===== config.mk =====
export PLATFORM = sky130hd
export DESIGN_NAME = dmaab_arbiter
export DESIGN_NICKNAME = d
export VERILOG_FILES = /design/src/common/dmaab_pkg.sv /design/src/rtl/dmaab_arbiter.sv
export VERILOG_INCLUDE_DIRS = /design/src /design/src/common
export SDC_FILE = /design/constraint.sdc
export NUM_CORES = 1
export LEC_CHECK = 0
export BUFFER_PORTS_ARGS = -buffer_cell sky130_fd_sc_hd__buf_4
export CORE_UTILIZATION = 45
export DETAILED_ROUTE_END_ITERATION = 12
export HOLD_SLACK_MARGIN = 0.05
export PLACE_DENSITY = 0.65
export SYNTH_ARGS = -nofsm -noshare
export SYNTH_HDL_FRONTEND = slang
export SYNTH_SLANG_ARGS = --single-unit

===== constraint.sdc =====
create_clock -name sys_clk -period 3.1 [get_ports sys_clk]
set_input_delay 0.155 -clock sys_clk [delete_from_list [all_inputs] [get_ports sys_clk]]
set_output_delay 0.155 -clock sys_clk [all_outputs]
set_load 0.01 [all_outputs]

===== src/common/dmaab_defs.svh =====
`ifndef DMAAB_DEFS_SVH
`define DMAAB_DEFS_SVH

// Transfer information widths
`define DMAAB_ADDR_W 26
`define DMAAB_CNT_W 24
`define DMAAB_MSB_LO 24

// Priority slot indices and reset value of the rotating lowest slot
`define DMAAB_SLOT_CH0 2'h0
`define DMAAB_SLOT_CH1 2'h1
`define DMAAB_SLOT_EXT 2'h2
`define DMAAB_LOW_RESET 2'h2

// Transfer step in bytes
`define DMAAB_STEP_BYTE 24'h00_0001
`define DMAAB_STEP_WORD 24'h00_0002

`endif


===== src/common/dmaab_pkg.sv =====
package dmaab_pkg;

  typedef enum logic [1:0] {ARB_IDLE, ARB_HOLD_WAIT, ARB_GRANT} dmaab_arb_t;

  typedef enum logic [1:0] {OWN_CH0, OWN_CH1, OWN_EXT, OWN_REF} dmaab_owner_t;

  typedef enum logic [1:0] {FLD_REQ, FLD_TGT, FLD_CNT, FLD_TGT_MSB} dmaab_field_t;

  typedef enum logic [1:0] {PRIO_FIXED, PRIO_LOWSEL, PRIO_ROTATE, PRIO_RSVD} dmaab_prio_t;

endpackage : dmaab_pkg


===== src/rtl/dmaab_arbiter.sv =====
`timescale 1ns/1ps
`include "dmaab_defs.svh"

// What this block does
// - Arbitrate two channels, external master, refresh
// - Hold request to core before any acknowledge
// - Refresh status active during valid refresh
// - Refresh request always wins arbitration
// - Reset order: channel 0, channel 1, external
// - Low-priority selection puts chosen request last
// - Rotation moves granted request to lowest
// - Expired byte count ends buffer, drives end-of-process
// - End-of-process input terminates buffer early
// - Synchronous sampling at end of transfer
// - Asynchronous: sample state start, act state end
// - Dropped request ends transfer when sampled inactive
// - Single mode: transfer once, then idle
// - Autoinitialize reloads original transfer information
// - Chaining writes go to base registers
// - Chain without new information goes idle
// - Chaining entry raises irq; MSB write clears
// - Chained reload raises irq again
// - Clearing chain control exits, withdraws irq
// - Mask bit suspends chaining without exiting
// - Base target MSB needs expanded I/O space
module dmaab_arbiter (
  // Clock and reset
  input wire logic sys_clk,
  input wire logic rst_n,
  // Channel request pins and acknowledges
  input wire logic [1:0] chanRequest,
  output logic [1:0] chanAcknowledge_n,
  // External bus master
  input wire logic extMasterRequest,
  output logic extMasterGrant,
  // Refresh unit
  input wire logic refreshRequest,
  input wire logic refreshCycleValid,
  output logic refreshStatus_n,
  // Core hold handshake
  output logic coreHoldRequest,
  input wire logic coreHoldAck,
  // End-of-process open-drain pin
  input wire logic endOfProcessIn_n,
  output logic endOfProcessOut_n,
  output logic endOfProcessOe,
  // Bus unit progress for the granted channel
  input wire logic stateEnd,
  input wire logic requesterAccess,
  input wire logic xferEnd,
  input wire logic xferWord,
  // Command register two and mask
  input wire logic eopSyncMode,
  input wire logic reqSyncMode,
  input wire dmaab_pkg::dmaab_prio_t prioMode,
  input wire logic [1:0] lowPrioSel,
  input wire logic [1:0] maskBit,
  input wire logic [1:0] autoInit,
  input wire logic [1:0] chainEnable,
  input wire logic expandedIoEnable,
  // Transfer information writes
  input wire logic progWrite,
  input wire logic progChan,
  input wire dmaab_pkg::dmaab_field_t progField,
  input wire logic [`DMAAB_ADDR_W-1:0] progData,
  // Status
  output logic [1:0] chainIrq,
  output logic [1:0] chanReady,
  output logic [1:0] chainOn,
  output logic [`DMAAB_ADDR_W-1:0] curReqAddr,
  output logic [`DMAAB_ADDR_W-1:0] curTgtAddr
);

  // ==========================================================
  // Pin synchronisers
  logic [3:0] syncA;
  logic [3:0] syncB;
  logic [1:0] chanReqS;
  logic extReqS;
  logic eopActS;

  always_ff @(posedge sys_clk or negedge rst_n) begin
    if (!rst_n) begin
      syncA <= 4'h0;
      syncB <= 4'h0;
    end else begin
      syncA <= {~endOfProcessIn_n, extMasterRequest, chanRequest};
      syncB <= syncA;
    end
  end

  assign chanReqS = syncB[1:0];
  assign extReqS = syncB[2];
  assign eopActS = syncB[3];

  // ==========================================================
  // Priority helpers
  function automatic logic [1:0] nextSlot(input logic [1:0] s);
    nextSlot = (s >= `DMAAB_SLOT_EXT) ? `DMAAB_SLOT_CH0 : 2'(s + 2'h1);
  endfunction : nextSlot

  // Returns {found, slot}; slots above the lowest are taken circularly
  function automatic logic [2:0] pickWinner(input logic [2:0] reqs, input logic [1:0] low);
    logic [1:0] first;
    logic [1:0] second;
    logic [1:0] last;
    first = nextSlot(low);
    second = nextSlot(first);
    last = nextSlot(second);
    if (reqs[first]) pickWinner = {1'b1, first};
    else if (reqs[second]) pickWinner = {1'b1, second};
    else if (reqs[last]) pickWinner = {1'b1, last};
    else pickWinner = 3'h0;
  endfunction : pickWinner

  // ==========================================================
  // Arbitration
  dmaab_pkg::dmaab_arb_t arbState;
  dmaab_pkg::dmaab_owner_t owner;
  logic [1:0] rotLow;
  logic [1:0] lowSlot;
  logic [2:0] reqVec;
  logic [2:0] winner;
  logic anyReq;
  logic ownerRelease;
  logic [1:0] ownCh;
  logic [1:0] chanStop;

  // Masked or unarmed channels never contend
  assign reqVec = {extReqS, chanReqS & chanReady & ~maskBit};
  assign anyReq = refreshRequest | (|reqVec);

  always_comb begin
    unique case (prioMode)
      dmaab_pkg::PRIO_LOWSEL: lowSlot = (lowPrioSel > `DMAAB_SLOT_EXT) ?
                                        `DMAAB_SLOT_EXT : lowPrioSel;
      dmaab_pkg::PRIO_ROTATE: lowSlot = rotLow;
      default: lowSlot = `DMAAB_LOW_RESET;
    endcase
  end

  assign winner = pickWinner(reqVec, lowSlot);

  always_comb begin
    unique case (owner)
      dmaab_pkg::OWN_CH0: ownerRelease = chanStop[0];
      dmaab_pkg::OWN_CH1: ownerRelease = chanStop[1];
      dmaab_pkg::OWN_EXT: ownerRelease = !extReqS;
      dmaab_pkg::OWN_REF: ownerRelease = !refreshRequest;
    endcase
  end

  always_ff @(posedge sys_clk or negedge rst_n) begin
    if (!rst_n) begin
      arbState <= dmaab_pkg::ARB_IDLE;
      owner <= dmaab_pkg::OWN_REF;
    end else begin
      unique case (arbState)
        dmaab_pkg::ARB_IDLE: if (anyReq) arbState <= dmaab_pkg::ARB_HOLD_WAIT;
        dmaab_pkg::ARB_HOLD_WAIT: begin
          // Winner chosen only once the core has let go of the bus
          if (!anyReq) begin
            arbState <= dmaab_pkg::ARB_IDLE;
          end else if (coreHoldAck) begin
            arbState <= dmaab_pkg::ARB_GRANT;
            if (refreshRequest) owner <= dmaab_pkg::OWN_REF;
            else owner <= dmaab_pkg::dmaab_owner_t'(winner[1:0]);
          end
        end
        dmaab_pkg::ARB_GRANT: if (ownerRelease) arbState <= dmaab_pkg::ARB_IDLE;
        default: arbState <= dmaab_pkg::ARB_IDLE;
      endcase
    end
  end

  always_ff @(posedge sys_clk or negedge rst_n) begin
    if (!rst_n) begin
      rotLow <= `DMAAB_LOW_RESET;
    end else if (arbState == dmaab_pkg::ARB_HOLD_WAIT && coreHoldAck && !refreshRequest
                 && winner[2]) begin
      rotLow <= winner[1:0];
    end
  end

  assign coreHoldRequest = (arbState != dmaab_pkg::ARB_IDLE);
  assign ownCh[0] = (arbState == dmaab_pkg::ARB_GRANT) && (owner == dmaab_pkg::OWN_CH0);
  assign ownCh[1] = (arbState == dmaab_pkg::ARB_GRANT) && (owner == dmaab_pkg::OWN_CH1);
  assign chanAcknowledge_n = ~ownCh;
  assign extMasterGrant = (arbState == dmaab_pkg::ARB_GRANT) && (owner == dmaab_pkg::OWN_EXT);

  always_ff @(posedge sys_clk or negedge rst_n) begin
    if (!rst_n) refreshStatus_n <= 1'b1;
    else refreshStatus_n <= !((arbState == dmaab_pkg::ARB_GRANT) &&
                              (owner == dmaab_pkg::OWN_REF) && refreshCycleValid);
  end

  // ==========================================================
  // Termination sampling
  logic eopAct;
  logic reqAct;
  logic eopAsync;
  logic [1:0] reqAsync;
  logic eopSeen;
  logic [1:0] reqSeen;
  logic [`DMAAB_CNT_W-1:0] step;
  logic [1:0] expire;
  logic [1:0] bufEnd;
  logic [1:0] reloadEv;

  // Async sample taken at each state start, used at that state's end
  // Tracks the pins outside a grant so no sample from an older grant survives
  always_ff @(posedge sys_clk or negedge rst_n) begin
    if (!rst_n) begin
      eopAsync <= 1'b0;
      reqAsync <= 2'h0;
    end else if (stateEnd || arbState != dmaab_pkg::ARB_GRANT) begin
      eopAsync <= eopActS;
      reqAsync <= chanReqS;
    end
  end

  assign eopAct = eopSyncMode ? xferEnd : (stateEnd && requesterAccess);
  assign reqAct = reqSyncMode ? xferEnd : (stateEnd && requesterAccess);
  assign eopSeen = eopSyncMode ? eopActS : eopAsync;
  assign reqSeen = reqSyncMode ? chanReqS : reqAsync;
  assign step = xferWord ? `DMAAB_STEP_WORD : `DMAAB_STEP_BYTE;

  logic [`DMAAB_ADDR_W-1:0] baseReq [2];
  logic [`DMAAB_ADDR_W-1:0] baseTgt [2];
  logic [`DMAAB_CNT_W-1:0] baseCnt [2];
  logic [`DMAAB_ADDR_W-1:0] curReq [2];
  logic [`DMAAB_ADDR_W-1:0] curTgt [2];
  logic [`DMAAB_CNT_W-1:0] curCnt [2];
  logic [1:0] baseValid;
  logic [1:0] chainEnPrev;

  always_comb begin
    for (int i = 0; i < 2; i++) begin
      expire[i] = ownCh[i] && xferEnd && (curCnt[i] <= step);
      bufEnd[i] = expire[i] || (ownCh[i] && eopAct && eopSeen);
      chanStop[i] = bufEnd[i] || (ownCh[i] && reqAct && !reqSeen[i]);
      reloadEv[i] = bufEnd[i] && (chainOn[i] ? baseValid[i] : autoInit[i]);
    end
  end

  // Own drive ends one cycle later; pin stays released otherwise
  always_ff @(posedge sys_clk or negedge rst_n) begin
    if (!rst_n) endOfProcessOe <= 1'b0;
    else endOfProcessOe <= |expire;
  end

  assign endOfProcessOut_n = 1'b0;

  // ==========================================================
  // Transfer information registers
  always_ff @(posedge sys_clk or negedge rst_n) begin
    if (!rst_n) begin
      for (int i = 0; i < 2; i++) begin
        baseReq[i] <= '0;
        baseTgt[i] <= '0;
        baseCnt[i] <= '0;
        curReq[i] <= '0;
        curTgt[i] <= '0;
        curCnt[i] <= '0;
      end
    end else begin
      for (int i = 0; i < 2; i++) begin
        if (reloadEv[i]) begin
          curReq[i] <= baseReq[i];
          curTgt[i] <= baseTgt[i];
          curCnt[i] <= baseCnt[i];
        end else if (ownCh[i] && xferEnd) begin
          curReq[i] <= curReq[i] + `DMAAB_ADDR_W'(step);
          curTgt[i] <= curTgt[i] + `DMAAB_ADDR_W'(step);
          curCnt[i] <= curCnt[i] - step;
        end
        // Chaining writes touch only the base set; the running buffer is left alone
        if (progWrite && progChan == i[0]) begin
          unique case (progField)
            dmaab_pkg::FLD_REQ: begin
              baseReq[i] <= progData;
              if (!chainOn[i]) curReq[i] <= progData;
            end
            dmaab_pkg::FLD_TGT: begin
              baseTgt[i][`DMAAB_MSB_LO-1:0] <= progData[`DMAAB_MSB_LO-1:0];
              if (!chainOn[i]) curTgt[i][`DMAAB_MSB_LO-1:0] <= progData[`DMAAB_MSB_LO-1:0];
            end
            dmaab_pkg::FLD_CNT: begin
              baseCnt[i] <= progData[`DMAAB_CNT_W-1:0];
              if (!chainOn[i]) curCnt[i] <= progData[`DMAAB_CNT_W-1:0];
            end
            dmaab_pkg::FLD_TGT_MSB: if (expandedIoEnable) begin
              baseTgt[i][`DMAAB_ADDR_W-1:`DMAAB_MSB_LO] <=
                progData[`DMAAB_ADDR_W-`DMAAB_MSB_LO-1:0];
              if (!chainOn[i]) curTgt[i][`DMAAB_ADDR_W-1:`DMAAB_MSB_LO] <=
                progData[`DMAAB_ADDR_W-`DMAAB_MSB_LO-1:0];
            end
          endcase
        end
      end
    end
  end

  // ==========================================================
  // Channel readiness and chaining state
  logic [1:0] msbWrite;
  logic [1:0] cntWrite;

  always_comb begin
    for (int i = 0; i < 2; i++) begin
      msbWrite[i] = progWrite && (progChan == i[0]) &&
                    (progField == dmaab_pkg::FLD_TGT_MSB) && expandedIoEnable;
      cntWrite[i] = progWrite && (progChan == i[0]) && (progField == dmaab_pkg::FLD_CNT);
    end
  end

  always_ff @(posedge sys_clk or negedge rst_n) begin
    if (!rst_n) begin
      chanReady <= 2'h0;
      chainOn <= 2'h0;
      chainEnPrev <= 2'h0;
      baseValid <= 2'h0;
      chainIrq <= 2'h0;
    end else begin
      chainEnPrev <= chainEnable;
      for (int i = 0; i < 2; i++) begin
        // Counting a new buffer arms the channel outside chaining
        if (cntWrite[i] && !chainOn[i]) chanReady[i] <= 1'b1;
        if (bufEnd[i] && !reloadEv[i]) chanReady[i] <= 1'b0;
        if (msbWrite[i]) begin
          chainIrq[i] <= 1'b0;
          if (chainOn[i]) baseValid[i] <= 1'b1;
        end
        if (bufEnd[i] && chainOn[i]) begin
          if (baseValid[i]) begin
            baseValid[i] <= 1'b0;
            chainIrq[i] <= 1'b1;
          end else begin
            chainOn[i] <= 1'b0;
          end
        end
        if (chainEnable[i] && !chainEnPrev[i]) begin
          // Base set counts as empty on entry, so ask for it at once
          chainOn[i] <= 1'b1;
          baseValid[i] <= 1'b0;
          chainIrq[i] <= 1'b1;
        end
        if (!chainEnable[i]) begin
          chainOn[i] <= 1'b0;
          chainIrq[i] <= 1'b0;
        end
      end
    end
  end

  always_ff @(posedge sys_clk or negedge rst_n) begin
    if (!rst_n) begin
      curReqAddr <= '0;
      curTgtAddr <= '0;
    end else begin
      curReqAddr <= ownCh[1] ? curReq[1] : curReq[0];
      curTgtAddr <= ownCh[1] ? curTgt[1] : curTgt[0];
    end
  end
endmodule : dmaab_arbiter


# [Word-level counts from Yosys, hierarchy flattened]
# Index checks and enable logic that the tools add are counted.
[totals] register_bits=385 in_bits=56 elab_cells=248
[classes] addsub=9 n_lt_le_gt_ge=9 n_eq_ne=18 muxes=98 bitwise_logic=7 n_reduce_logical=75
[ops] cell="26-bit 2-to-1 mux" n=18
[ops] cell="24-bit 2-to-1 mux" n=14
[ops] cell="26-bit by 2-bit adder with 26-bit output" n=4
[ops] cell="24-bit by 2-bit <= comparator with 1-bit output" n=2
[ops] cell="24-bit by 2-bit subtractor with 24-bit output" n=2
[ops] cell="1-bit 2-to-1 mux" n=40
[ops] cell="1-bit logical AND" n=39
[ops] cell="2-bit 2-to-1 mux" n=17
[ops] cell="2-bit AND reduction" n=8
[ops] cell="2-bit == test (second input constant)" n=6
[ops] cell="3-bit AND reduction" n=4
[ops] cell="1-bit logical NOT" n=11
[ops] cell="2-bit by 3-bit less-than comparator with 1-bit output (second input constant)" n=3
[ops] cell="3-bit 2-to-1 mux" n=3
[ops] cell="2-bit by 1-bit == test with 1-bit output (second input constant)" n=4
[ops] cell="2-bit by 1-bit adder with 2-bit output (second input constant)" n=3
[ops] cell="1-bit binary-select mux with 2-bit select" n=3
[ops] cell="2-bit >= comparator (second input constant)" n=3
[ops] cell="2-bit logical NOT" n=3
[ops] cell="2-bit inequality test (second input constant)" n=3
[ops] cell="3-bit by 1-bit inequality test with 1-bit output (second input constant)" n=2
[ops] cell="3-bit by 2-bit inequality test with 1-bit output (second input constant)" n=2
[ops] cell="2-bit one-hot mux with 3 select lines" n=1
[ops] cell="2-bit nonzero test" n=3
[ops] cell="11 further kinds" n=18

# [Longest topological paths before layout]
# Gate-level depths: netlist (run 1).
[depth] depth_word=15 ltp_mapped=12

# [Least setup slack after synthesis (run 1)]
# OpenSTA, ideal clock, no wires.
[synth_timing] kind="input -> register" start="input port xferWord" end="register curTgt[20] (netlist name)" setup_time_ns=0.076 arrival_time_ns=2.605 required_time_ns=3.024 setup_slack_ns=0.419 stages=9 path_buffers=0 cell_sequence="inv_1 ha_1 inv_1 fa_1 nor4b_2 nand3_1 or3_1 and3_1 o21ai_1"
[synth_between] elab_chain_cells=9
[synth_lines] item="start, declared" line="dmaab_arbiter.sv:51" source="input wire logic xferWord,"
[synth_lines] item="2-bit 2-to-1 mux (no source line) *"
[synth_lines] item="24-bit by 2-bit <= comparator with 1-bit output" line="dmaab_arbiter.sv:239" source="expire[i] = ownCh[i] && xferEnd && (curCnt[i] <= step);"
[synth_lines] item="1-bit logical AND" line="dmaab_arbiter.sv:239"
[synth_lines] item="1-bit logical OR" line="dmaab_arbiter.sv:240" source="bufEnd[i] = expire[i] || (ownCh[i] && eopAct && eopSeen);"
[synth_lines] item="1-bit logical AND" line="dmaab_arbiter.sv:242" source="reloadEv[i] = bufEnd[i] && (chainOn[i] ? baseValid[i] : autoInit[i]);"
[synth_lines] item="26-bit 2-to-1 mux *" line="dmaab_arbiter.sv:268" source="if (reloadEv[i]) begin"
[synth_lines] item="24-bit 2-to-1 mux" line="dmaab_arbiter.sv:286" source="if (!chainOn[i]) curTgt[i][`DMAAB_MSB_LO-1:0] <= progData[`DMAAB_MSB_LO-1:0];"
[synth_lines] item="24-bit 2-to-1 mux" line="dmaab_arbiter.sv:279" source="unique case (progField)"
[synth_lines] item="26-bit 2-to-1 mux *" line="dmaab_arbiter.sv:278" source="if (progWrite && progChan == i[0]) begin"
[synth_lines] item="end signal, assigned by index" line="dmaab_arbiter.sv:270" source="curTgt[i] <= baseTgt[i];"
[synth_lines] item="end signal, assigned by index" line="dmaab_arbiter.sv:274" source="curTgt[i] <= curTgt[i] + `DMAAB_ADDR_W'(step);"
[synth_lines] item="end signal, assigned by index" line="dmaab_arbiter.sv:286"
[synth_lines] item="end, declared" line="dmaab_arbiter.sv:232" source="logic [`DMAAB_ADDR_W-1:0] curTgt [2];"
# Every way passes the cells marked *; elsewhere a longest branch is shown, timed or not.
# A chain may end at the register's enable or synchronous reset.

# [Final worst setup path (run 1)]
[layout_timing] start="register owner[0]" end="register curReq[24] (netlist name)"
[layout_between] elab_chain_cells=10
[layout_lines] item="start, declared" line="dmaab_arbiter.sv:119" source="dmaab_pkg::dmaab_owner_t owner;"
[layout_lines] item="start signal, assigned" line="dmaab_arbiter.sv:156" source="owner <= dmaab_pkg::OWN_REF;"
[layout_lines] item="start signal, assigned" line="dmaab_arbiter.sv:166" source="if (refreshRequest) owner <= dmaab_pkg::OWN_REF;"
[layout_lines] item="start signal, assigned" line="dmaab_arbiter.sv:167" source="else owner <= dmaab_pkg::dmaab_owner_t'(winner[1:0]);"
[layout_lines] item="2-bit by 1-bit == test with 1-bit output *" line="dmaab_arbiter.sv:187" source="assign ownCh[1] = (arbState == dmaab_pkg::ARB_GRANT) && (owner == dmaab_pkg::OWN_CH1);"
[layout_lines] item="1-bit logical AND *" line="dmaab_arbiter.sv:187"
[layout_lines] item="1-bit logical AND (on tied branches)" line="dmaab_arbiter.sv:239, dmaab_arbiter.sv:272, dmaab_arbiter.sv:240"
[layout_lines] item="1-bit logical AND (on tied branches)" line="dmaab_arbiter.sv:239, dmaab_arbiter.sv:240"
[layout_lines] item="1-bit logical OR" line="dmaab_arbiter.sv:240"
[layout_lines] item="1-bit logical AND" line="dmaab_arbiter.sv:242"
[layout_lines] item="26-bit 2-to-1 mux *" line="dmaab_arbiter.sv:268"
[layout_lines] item="26-bit 2-to-1 mux" line="dmaab_arbiter.sv:282" source="if (!chainOn[i]) curReq[i] <= progData;"
[layout_lines] item="26-bit 2-to-1 mux" line="dmaab_arbiter.sv:279"
[layout_lines] item="26-bit 2-to-1 mux *" line="dmaab_arbiter.sv:278"
[layout_lines] item="end signal, assigned by index" line="dmaab_arbiter.sv:269" source="curReq[i] <= baseReq[i];"
[layout_lines] item="end signal, assigned by index" line="dmaab_arbiter.sv:273" source="curReq[i] <= curReq[i] + `DMAAB_ADDR_W'(step);"
[layout_lines] item="end signal, assigned by index" line="dmaab_arbiter.sv:282"
[layout_lines] item="end, declared" line="dmaab_arbiter.sv:231" source="logic [`DMAAB_ADDR_W-1:0] curReq [2];"
# Marks and branches as above.

==> impl_metrics.ini, run 1 <==
[global_route]
met2_usage = 0.4287
grt_pass1_vias = 15620
grtUsageTotal = 0.2814
grt_max_degree = 95
grtUsageMet1 = 0.3969
grt_pass1_wl_um = 93770
grt_use_met3 = 0.04704
grt-busiest-layer = met2
overflow = 0
antenna_found_initial = 0

[critical_path]
critPathArrivalTime_ns = 3.32
critPathMaxStageDelay_ns = 0.71
r2r_slack_ns = 0.25
r2r_start = owner[0]
end_kind = flip-flop
r2r-end = curReq[24]
crit_chain = nor3b_1, and4_1, a31oi_4, buf_4, nor2_4, buf_12, nor2_1, a211oi_1
crit_path_start_kind = flip-flop
crit_required_ns = 3.56
critical_path_class = reg2reg
slowest_stage = dfstp_2
worstPathMaxFanout = 34
crit_family = simple AND/OR/NAND/NOR gates
critPathBufInv = 2
r2r_cells = 8

[synth]
synth_top_area_cell = dfrtp_1
synth_cells = 1996
synth_xor_xnor_area_share = 0.05894
synth_seq_area_share = 0.4990
synth_common_cells = dfrtp_1 (381), nand2_1 (296), o21ai_0 (211)
ys_seq_elements = 385
synth_ff_type = dfrtp_1
synth_area_mm2 = 0.01932
ys_types = 65
yosysWarnings = 0
synth_fa_ha_area_frac = 0.01528
synth_nets = 2072
synth_simple_gate_area_frac = 0.2036
synth.most_common_cell = dfrtp_1
synth_top_family_by_area = simple AND/OR/NAND/NOR gates
synthTopCellsByArea = dfrtp_1 (49%), mux2_2 (9.4%), nand2_1 (5.8%)
synth_top_cell_area_share = 0.4935
synthMuxAreaShare = 0.1021
ys_async_sr_fraction = 1.000
syn_avg_cell_area_um2 = 9.679
synth_edf_count = 0
synth_compound_area_frac = 0.08562

[floorplan]
core_mm2 = 0.04213
ioPinCount = 121
rows = 75
die_h_um = 209.2
initial_core_util = 0.4585
die-width_um = 209.2
die_area_mm2 = 0.04376

[hold_path]
min_to = baseTgt[51]
worstHoldStart = progChan
hold_path.class = in2reg
hold_path_depth = 5

[sta]
post-route-min-period_ns = 2.853
fin_worst_skew_ns = 0.02650
hold_viol_final = 0
relSlewSlack = 0.3465
finalSetupViolCount = 0
clock.fmax_ghz = 0.3505
slew_violations = 0
rsz0062_at_grt = false
fin_ws_ns = 0.2467
finalSetupTns_ns = 0
finalCritPeriodShare = 0.9204
worstMarginPinSlew_ns = 0.9803
holdWs_ns = 0.1041

[power]
switching_share = 0.3160
powerDensity_mw_per_mm2 = 733.2
leakagePower_uw = 0.009918
switching_power_uw = 5314
pwr-share-comb = 0.230
p_int_uw = 11500
p_clk_frac = 0.319
pwr-share-seq = 0.451
ir_drop_v = 0.0004058
finalPower_uw = 16820

[placed_design]
dp_hpwl_um = 40110
place_area_mm2 = 0.02103
preCtsSetupSlack_ns = 0.2030
gp_congestion = 0.8992
portBuffers = 119

[clocking]
clock_latency_ns = 0.58
ctsResizeCount = 0
cts_buffers = 42
cts_tree = built
clk_pin_slew_ns = 0.06
clockBufferDepth = 3
cts.sinks = 385
postCtsHoldBufs = 43
htree_levels = 2
postCtsSetupBuffers = 0
cts-root-buf = clkbuf_16

[outcome]
status = complete, no violations

[route]
ant_nets = 0
wl_per_cell_um = 22.10
vias = 15740
vias_per_cell = 5.822
drt_pass1_iterations = 6
drt_iter0_markers = 1380
wirelength_um = 59760
drc = 0

[final_layout]
design_area_mm2 = 0.02293
drive_gt1_frac = 0.2134
diodes = 0
layout.nets = 2208
syn2layout_area_growth_pct = 18.72

[flow_run]
cap_violations = 0
metal layers:
metal | routed length [µm] | part of all wire
met1 | 26270 | 0.44
met2 | 26750 | 0.45
met3 | 4334 | 0.073
met4 | 2396 | 0.040
met5 | 0 | 0
cells in the final DEF, fill, tap and decap left out, types with 6 or more instances in the layout:
cell	instances
nor4_1	19
fa_1	6
nor3_1	101
nand2b_1	10
a21oi_1	27
or4_1	10
nor3_2	15
dlygate4sd3_1	43
nand3b_1	8
dfrtp_1	381
mux2i_1	16
inv_1	28
a31oi_1	10
nor2_1	162
buf_12	9
and4_1	12
o21ai_1	16
or3_1	14
nor3b_1	7
xor2_1	45
mux2_2	161
bufinv_16	7
xnor2_1	85
and3_1	21
buf_4	175
nand3_1	42
nor2b_1	11
or2_2	7
clkinv_2	12
and2_1	7
a211oi_1	9
o21ai_0	211
clkbuf_16	43
nand2_1	296
ha_1	14
nand4_1	45
registers in the layout, summed over array words and instances (netlist names), 4 cells and up:
signal	count
baseReq	52
curReqAddr	26
curReq	52
curCnt	48
baseCnt	48
curTgt	52
syncA	4
baseTgt	52
syncB	4
curTgtAddr	26
power groups by stage:
stage	clock network [µW]	logic (µW)	registers, µW
after floorplan	0	2300	7340
after global placement	0	3680	7570
after detailed placement	0	3780	7610
after CTS	5450	3850	7550
after global routing	5640	4260	7750
final	5370	3860	7580
worst reg2reg max path, stage by stage (launching register included):
cell,delay (ns)
dfstp_2,0.71
nor3b_1,0.48
and4_1,0.42
a31oi_4,0.14
buf_4,0.21
nor2_4,0.12
buf_12,0.21
nor2_1,0.16
a211oi_1,0.30
area by class of cell:
type | instances | area [µm²]
Sequential cell | 385 | 9639
Fill cell | 3660 | 19200
Tap cell | 539 | 674.4
Timing Repair Buffer | 228 | 1939
Multi-Input combinational cell | 1446 | 9099
Clock inverter | 24 | 310.3
Inverter | 29 | 108.9
Clock buffer | 53 | 1164
metrics by stage:
| stage | utilization | instances |
|---|---|---|
| after floorplan | - | 1996 |
| after global placement | 0.4991 | 2584 |
| after detailed placement | 0.4991 | 2584 |
| after CTS | 0.5443 | 2704 |
| after global routing | 0.5443 | 2704 |
| final | 0.5443 | 2704 |
worst max path at each step:
stage,start,endpoint,slack (ns),cells after the start
3_5_place_dp,xferWord,curReq[38],0.20,11
4_1_cts,owner[0],curReq[24],0.31,8
2_1_floorplan,xferWord,curTgt[20],0.42,9
6_report,owner[0],curReq[24],0.25,8
5_1_grt,curCnt[18],curReq[24],0.11,8
3_3_place_gp,xferWord,curReq[39],0.29,11
logic make-up after synthesis:
kind of cell,Yosys count
flip-flops,385
XOR/XNOR,130
multiplexers,177
AO/OA/AOI/OAI,303
buffers and inverters,165
other,1
adder cells (fa/ha/maj),20
AND/OR/NAND/NOR,815
No activity file was read; power rests on OpenSTA's default activity.
==> inputs of run 2 (changes only) <==
--- a/config.mk
+++ b/config.mk
@@ -7,6 +7,7 @@
 export NUM_CORES = 1
 export LEC_CHECK = 0
 export BUFFER_PORTS_ARGS = -buffer_cell sky130_fd_sc_hd__buf_4
+export CORE_ASPECT_RATIO = 1.1
 export CORE_UTILIZATION = 45
 export DETAILED_ROUTE_END_ITERATION = 12
 export HOLD_SLACK_MARGIN = 0.05
==> run 2 against run 1 <==
Net effect: clock power is 5.4% lower; non-clock buffer count grew 9; routed wire length decreased by 4.7%; critical path type unchanged.
==> impl_metrics.ini, run 2 (synthesis results as in run 1) <==
[outcome]
status = complete, no violations

[global_route]
overflow = 0
grt_max_degree = 85
grt_pass1_vias = 15620
grtUsageTotal = 0.2683
antenna_found_initial = 1
grt_pass1_wl_um = 89400

[hold_path]
hold_path.class = in2reg

[sta]
fin_ws_ns = 0.1006
hold_viol_final = 0
worstMarginPinSlew_ns = 1.185
relSlewSlack = 0.1877
clock.fmax_ghz = 0.3334
finalSetupViolCount = 0
post-route-min-period_ns = 2.999
fin_worst_skew_ns = 0.01365
slew_violations = 0
finalCritPeriodShare = 0.9675
rsz0062_at_grt = false

[power]
p_clk_frac = 0.309
switching_share = 0.3105
pwr-share-comb = 0.236
ir_drop_v = 0.0004305
p_int_uw = 11310
finalPower_uw = 16410
powerDensity_mw_per_mm2 = 714.4
leakagePower_uw = 0.009928
switching_power_uw = 5095
pwr-share-seq = 0.454

[final_layout]
design_area_mm2 = 0.02297
layout.nets = 2219
final_util = 0.5430
diodes = 0
mostFrequentLayoutCells = dfrtp_1 (381), nand2_1 (296), o21ai_0 (211), buf_4 (184), nor2_1 (162)
drive_gt1_frac = 0.2133
final_common_cell = dfrtp_1
syn2layout_area_growth_pct = 18.91

[flow_run]
cap_violations = 0

[floorplan]
initial_core_util = 0.4566
ioPinCount = 121
core_mm2 = 0.04231
rows = 79
die-width_um = 199.6
die_h_um = 219.3
die_area_mm2 = 0.04376

[clocking]
clk_pin_slew_ns = 0.06
cts_tree = built
clock_latency_ns = 0.56
htree_levels = 2
cts-root-buf = clkbuf_16
postCtsSetupBuffers = 0
clockBufferDepth = 3
cts.sinks = 385
cts_buffers = 42

[route]
wl_per_cell_um = 20.76
met2_length_um = 26580
wirelength_um = 56930
vias = 15680
drt_iter0_markers = 1270
wl_met1_um = 24310
highest_layer = met5
ant_nets = 0
met3WireLength_um = 3765
vias_per_cell = 5.718
drt_pass1_iterations = 6
drc = 0

[critical_path]
critPathMaxStageDelay_ns = 0.84
slowest_stage = nor2_2
crit_path_start_kind = flip-flop
crit_chain = or4_1, nor4_1, buf_4, a31oi_1, nor2_2, nor3_1, nor3_1
end_kind = flip-flop
path_common_cell = nor3_1
crit_required_ns = 3.58
critPathArrivalTime_ns = 3.48
worstPathMaxFanout = 12
critical_path_class = reg2reg

[placed_design]
preCtsSetupSlack_ns = -0.1182
gp_congestion = 0.9058
place_area_mm2 = 0.02113
portBuffers = 119
dp_hpwl_um = 36350
[run 2: stage by stage]
stage          cells  hold slack (ns)  setup TNS, ns
4_1_cts         2741          0.06118              0
2_1_floorplan   1996          -0.1406              0
3_5_place_dp    2622           0.2306        -0.8011
6_report        2742          0.09223              0
5_1_grt         2742          0.09910              0
3_3_place_gp    2622           0.2182        -0.5130
[run 2: path summary, 6_finish.rpt]
check,to,start,cells after the start,slack (ns)
worst max-delay path,curCnt[38],curCnt[42],7,0.10
worst min-delay path,baseTgt[4],progWrite,3,0.09
worst max register to register,curCnt[38],curCnt[42],7,0.10
worst min register to register,syncB[2],syncA[2],0,0.35
max in group asynchronous,baseTgt[5],rst_n,3,1.97
min in group asynchronous,curReqAddr[16],rst_n,2,0.20
[run 2: per-layer routing]
metal  global-route usage  vias up
met5                    0        -
met4               0.1145        2
met3              0.03781      119
met2               0.4273      580
met1               0.3650     7786
li1                     -     7191
[run 2: what timing repair did]
action | 4_1_cts | 5_1_grt
setup endpoints to repair | 19 | 13
gates resized for setup | 2 | 2
pin swaps | 1 | 1
hold buffers | 42 | 0
cloned | 1 | 1
hold endpoints to repair | 353 | 0
[run 2: area by class of cell]
type | instances | area, µm²
Clock buffer | 66 | 1285
Clock inverter | 10 | 106.4
Fill cell | 3814 | 19330
Inverter | 29 | 108.9
Multi-Input combinational cell | 1448 | 9110
Sequential cell | 385 | 9639
Tap cell | 567 | 709.4
Timing Repair Buffer | 237 | 2012
[run 2: power groups by stage]
stage | logic [µW] | clock network (µW) | registers, µW
after floorplan | 2300 | 0 | 7340
after global placement | 3710 | 0 | 7450
after detailed placement | 3800 | 0 | 7510
after CTS | 3880 | 5180 | 7440
after global routing | 4320 | 5360 | 7630
final | 3880 | 5080 | 7450
[run 2: worst max-delay path, delay by kind of cell, from the launching register on]
family | cells | cell delay, ns
simple gates | 5 | 2.05
flops | 1 | 0.39
compound gates | 1 | 0.28
buf+inv | 1 | 0.19
==> inputs of run 3 (changes only) <==
--- a/config.mk
+++ b/config.mk
@@ -6,12 +6,13 @@
 export SDC_FILE = /design/constraint.sdc
 export NUM_CORES = 1
 export LEC_CHECK = 0
-export BUFFER_PORTS_ARGS = -buffer_cell sky130_fd_sc_hd__buf_4
 export CORE_ASPECT_RATIO = 1.1
 export CORE_UTILIZATION = 45
 export DETAILED_ROUTE_END_ITERATION = 12
+export DONT_BUFFER_PORTS = 1
 export HOLD_SLACK_MARGIN = 0.05
-export PLACE_DENSITY = 0.65
+export PLACE_DENSITY = 0.63
+export SKIP_CTS_REPAIR_TIMING = 1
 export SYNTH_ARGS = -nofsm -noshare
 export SYNTH_HDL_FRONTEND = slang
 export SYNTH_SLANG_ARGS = --single-unit
==> run 3 against run 2 <==
Net effect: the flow now finishes with violations (negative hold slack); register-to-register slack better by 0.21 ns; critical path depth down 3; largest cell class unchanged; worst hold slack worse by 0.78 ns.
==> impl_metrics.ini, run 3 (synthesis results as in run 1) <==
[outcome]
status = finished, violations left
violations = negative hold slack

[sta]
worstMarginPinSlew_ns = 1.116
rsz0062_at_grt = false
slew_violations = 0
clock.fmax_ghz = 0.3532
finalSetupTns_ns = 0
finalSetupViolCount = 0
relSlewSlack = 0.2537
hold_viol_final = 385
finalCritPeriodShare = 0.9134
post-route-min-period_ns = 2.831
fin_worst_skew_ns = 0.02271
fin_ws_ns = 0.2685
holdWs_ns = -0.6879

[floorplan]
rows = 79
core_mm2 = 0.04231
die_area_mm2 = 0.04376
die-width_um = 199.6
ioPinCount = 121
die_h_um = 219.3
initial_core_util = 0.4566

[critical_path]
critPathArrivalTime_ns = 2.68
worstPathMaxFanout = 57
end_kind = primary output
crit_path_start_kind = flip-flop
crit_path_start = owner[0]
crit_required_ns = 2.94
r2r_start = owner[0]
critical_path_class = reg2out

[placed_design]
gp_congestion = 0.9086
portBuffers = 0
dp_hpwl_um = 34530
preCtsSetupSlack_ns = 0.2478
dp.cells = 2472

[clocking]
clockBufferDepth = 3
cts_buffers = 41
cts.sinks = 385
clock_latency_ns = 0.57
clk_pin_slew_ns = 0.06
htree_levels = 2
cts_tree = built
cts-root-buf = clkbuf_16

[power]
powerDensity_mw_per_mm2 = 723.9
ir_drop_v = 0.0005335
leakagePower_uw = 0.009157

[final_layout]
nFillCells = 3896
layout.nets = 2067
stdcell_count = 2594
final_common_cell = dfrtp_1
syn2layout_area_growth_pct = 12.61
drive_gt1_frac = 0.1534
mostFrequentLayoutCells = dfrtp_1 (381), nand2_1 (296), o21ai_0 (211), nor2_1 (162), mux2_2 (161)

[global_route]
grt_max_degree = 386
antenna_found_initial = 7
grtUsageTotal = 0.2596
grt_pass1_vias = 14520
overflow = 0
grt_pass1_wl_um = 86400

[route]
drt_iter0_markers = 1229
vias_per_cell = 5.777
drc = 0
ant_nets = 0
drt_pass1_iterations = 5
vias = 14990
wirelength_um = 55870
wl_per_cell_um = 21.54

[flow_run]
cap_violations = 0

[hold_path]
hold_path.class = in2async
[run 3: changes by cell type in the layout (fill, tap and decap cells not counted), sizes merged]
cell and change:
buf -150, inv -1, dlygate4sd3 +1, diode +6, clkinvlp -1, bufinv +1
clkbuf -1, clkinv -1, nor2 -2
[run 3: layer usage]
metal,track usage,vias to the layer above,share of wire
li1,-,6893,-
met1,0.3567,7505,0.44
met2,0.4135,492,0.47
met3,0.05087,92,0.071
met4,0.07735,4,0.026
met5,0,-,0.00043
[run 3: final cells by class]
class	count	area, µm²	share of cell area
antenna	6	15.01	0.0006902
clock buffer	65	1236	0.05682
clock inverter	8	118.9	0.005464
inverter	29	108.9	0.005004
multi-input combinational	1446	9092	0.4180
sequential	385	9639	0.4431
tap	567	709.4	0.03261
timing repair buffer	88	834.6	0.03836
[run 3: where the power goes]
group	internal, µW	switching (µW)
logic	1490	1520
registers	6390	1310
clock network	2980	2070
[run 3: path summary, 6_finish.rpt]
path                                              to  depth (start not counted)  slack (ns)
worst min register to register              syncB[3]                          0        0.34
worst max register to register            curReq[24]                          9        0.31
max in group asynchronous                  curTgt[8]                          0        3.04
min in group sys_clk                     baseTgt[51]                          4        0.03
worst min-delay path                  curReqAddr[21]                          0       -0.69
worst max-delay path            chanAcknowledge_n[1]                          4        0.27
[run 3: critical path: stages (launching register included)]
cell	delay (ns)
dfstp_2	0.75
nor4bb_4	0.40
buf_6	0.47
clkinv_1	0.18
buf_4	0.27
[run 3: per-stage QoR]
stage / total power, µW / util / hold WS (ns) / cell area (µm²)
3_5_place_dp: 10590 / 0.4716 / -0.1247 / 19950
6_report: 15750 / 0.5142 / -0.6879 / 21750
4_1_cts: 15650 / 0.5036 / -0.7145 / 21310
2_1_floorplan: 9644 / - / -0.1406 / 19320
5_1_grt: 16600 / 0.5140 / -0.7068 / 21740
3_3_place_gp: 10460 / 0.4716 / -0.1243 / 19950
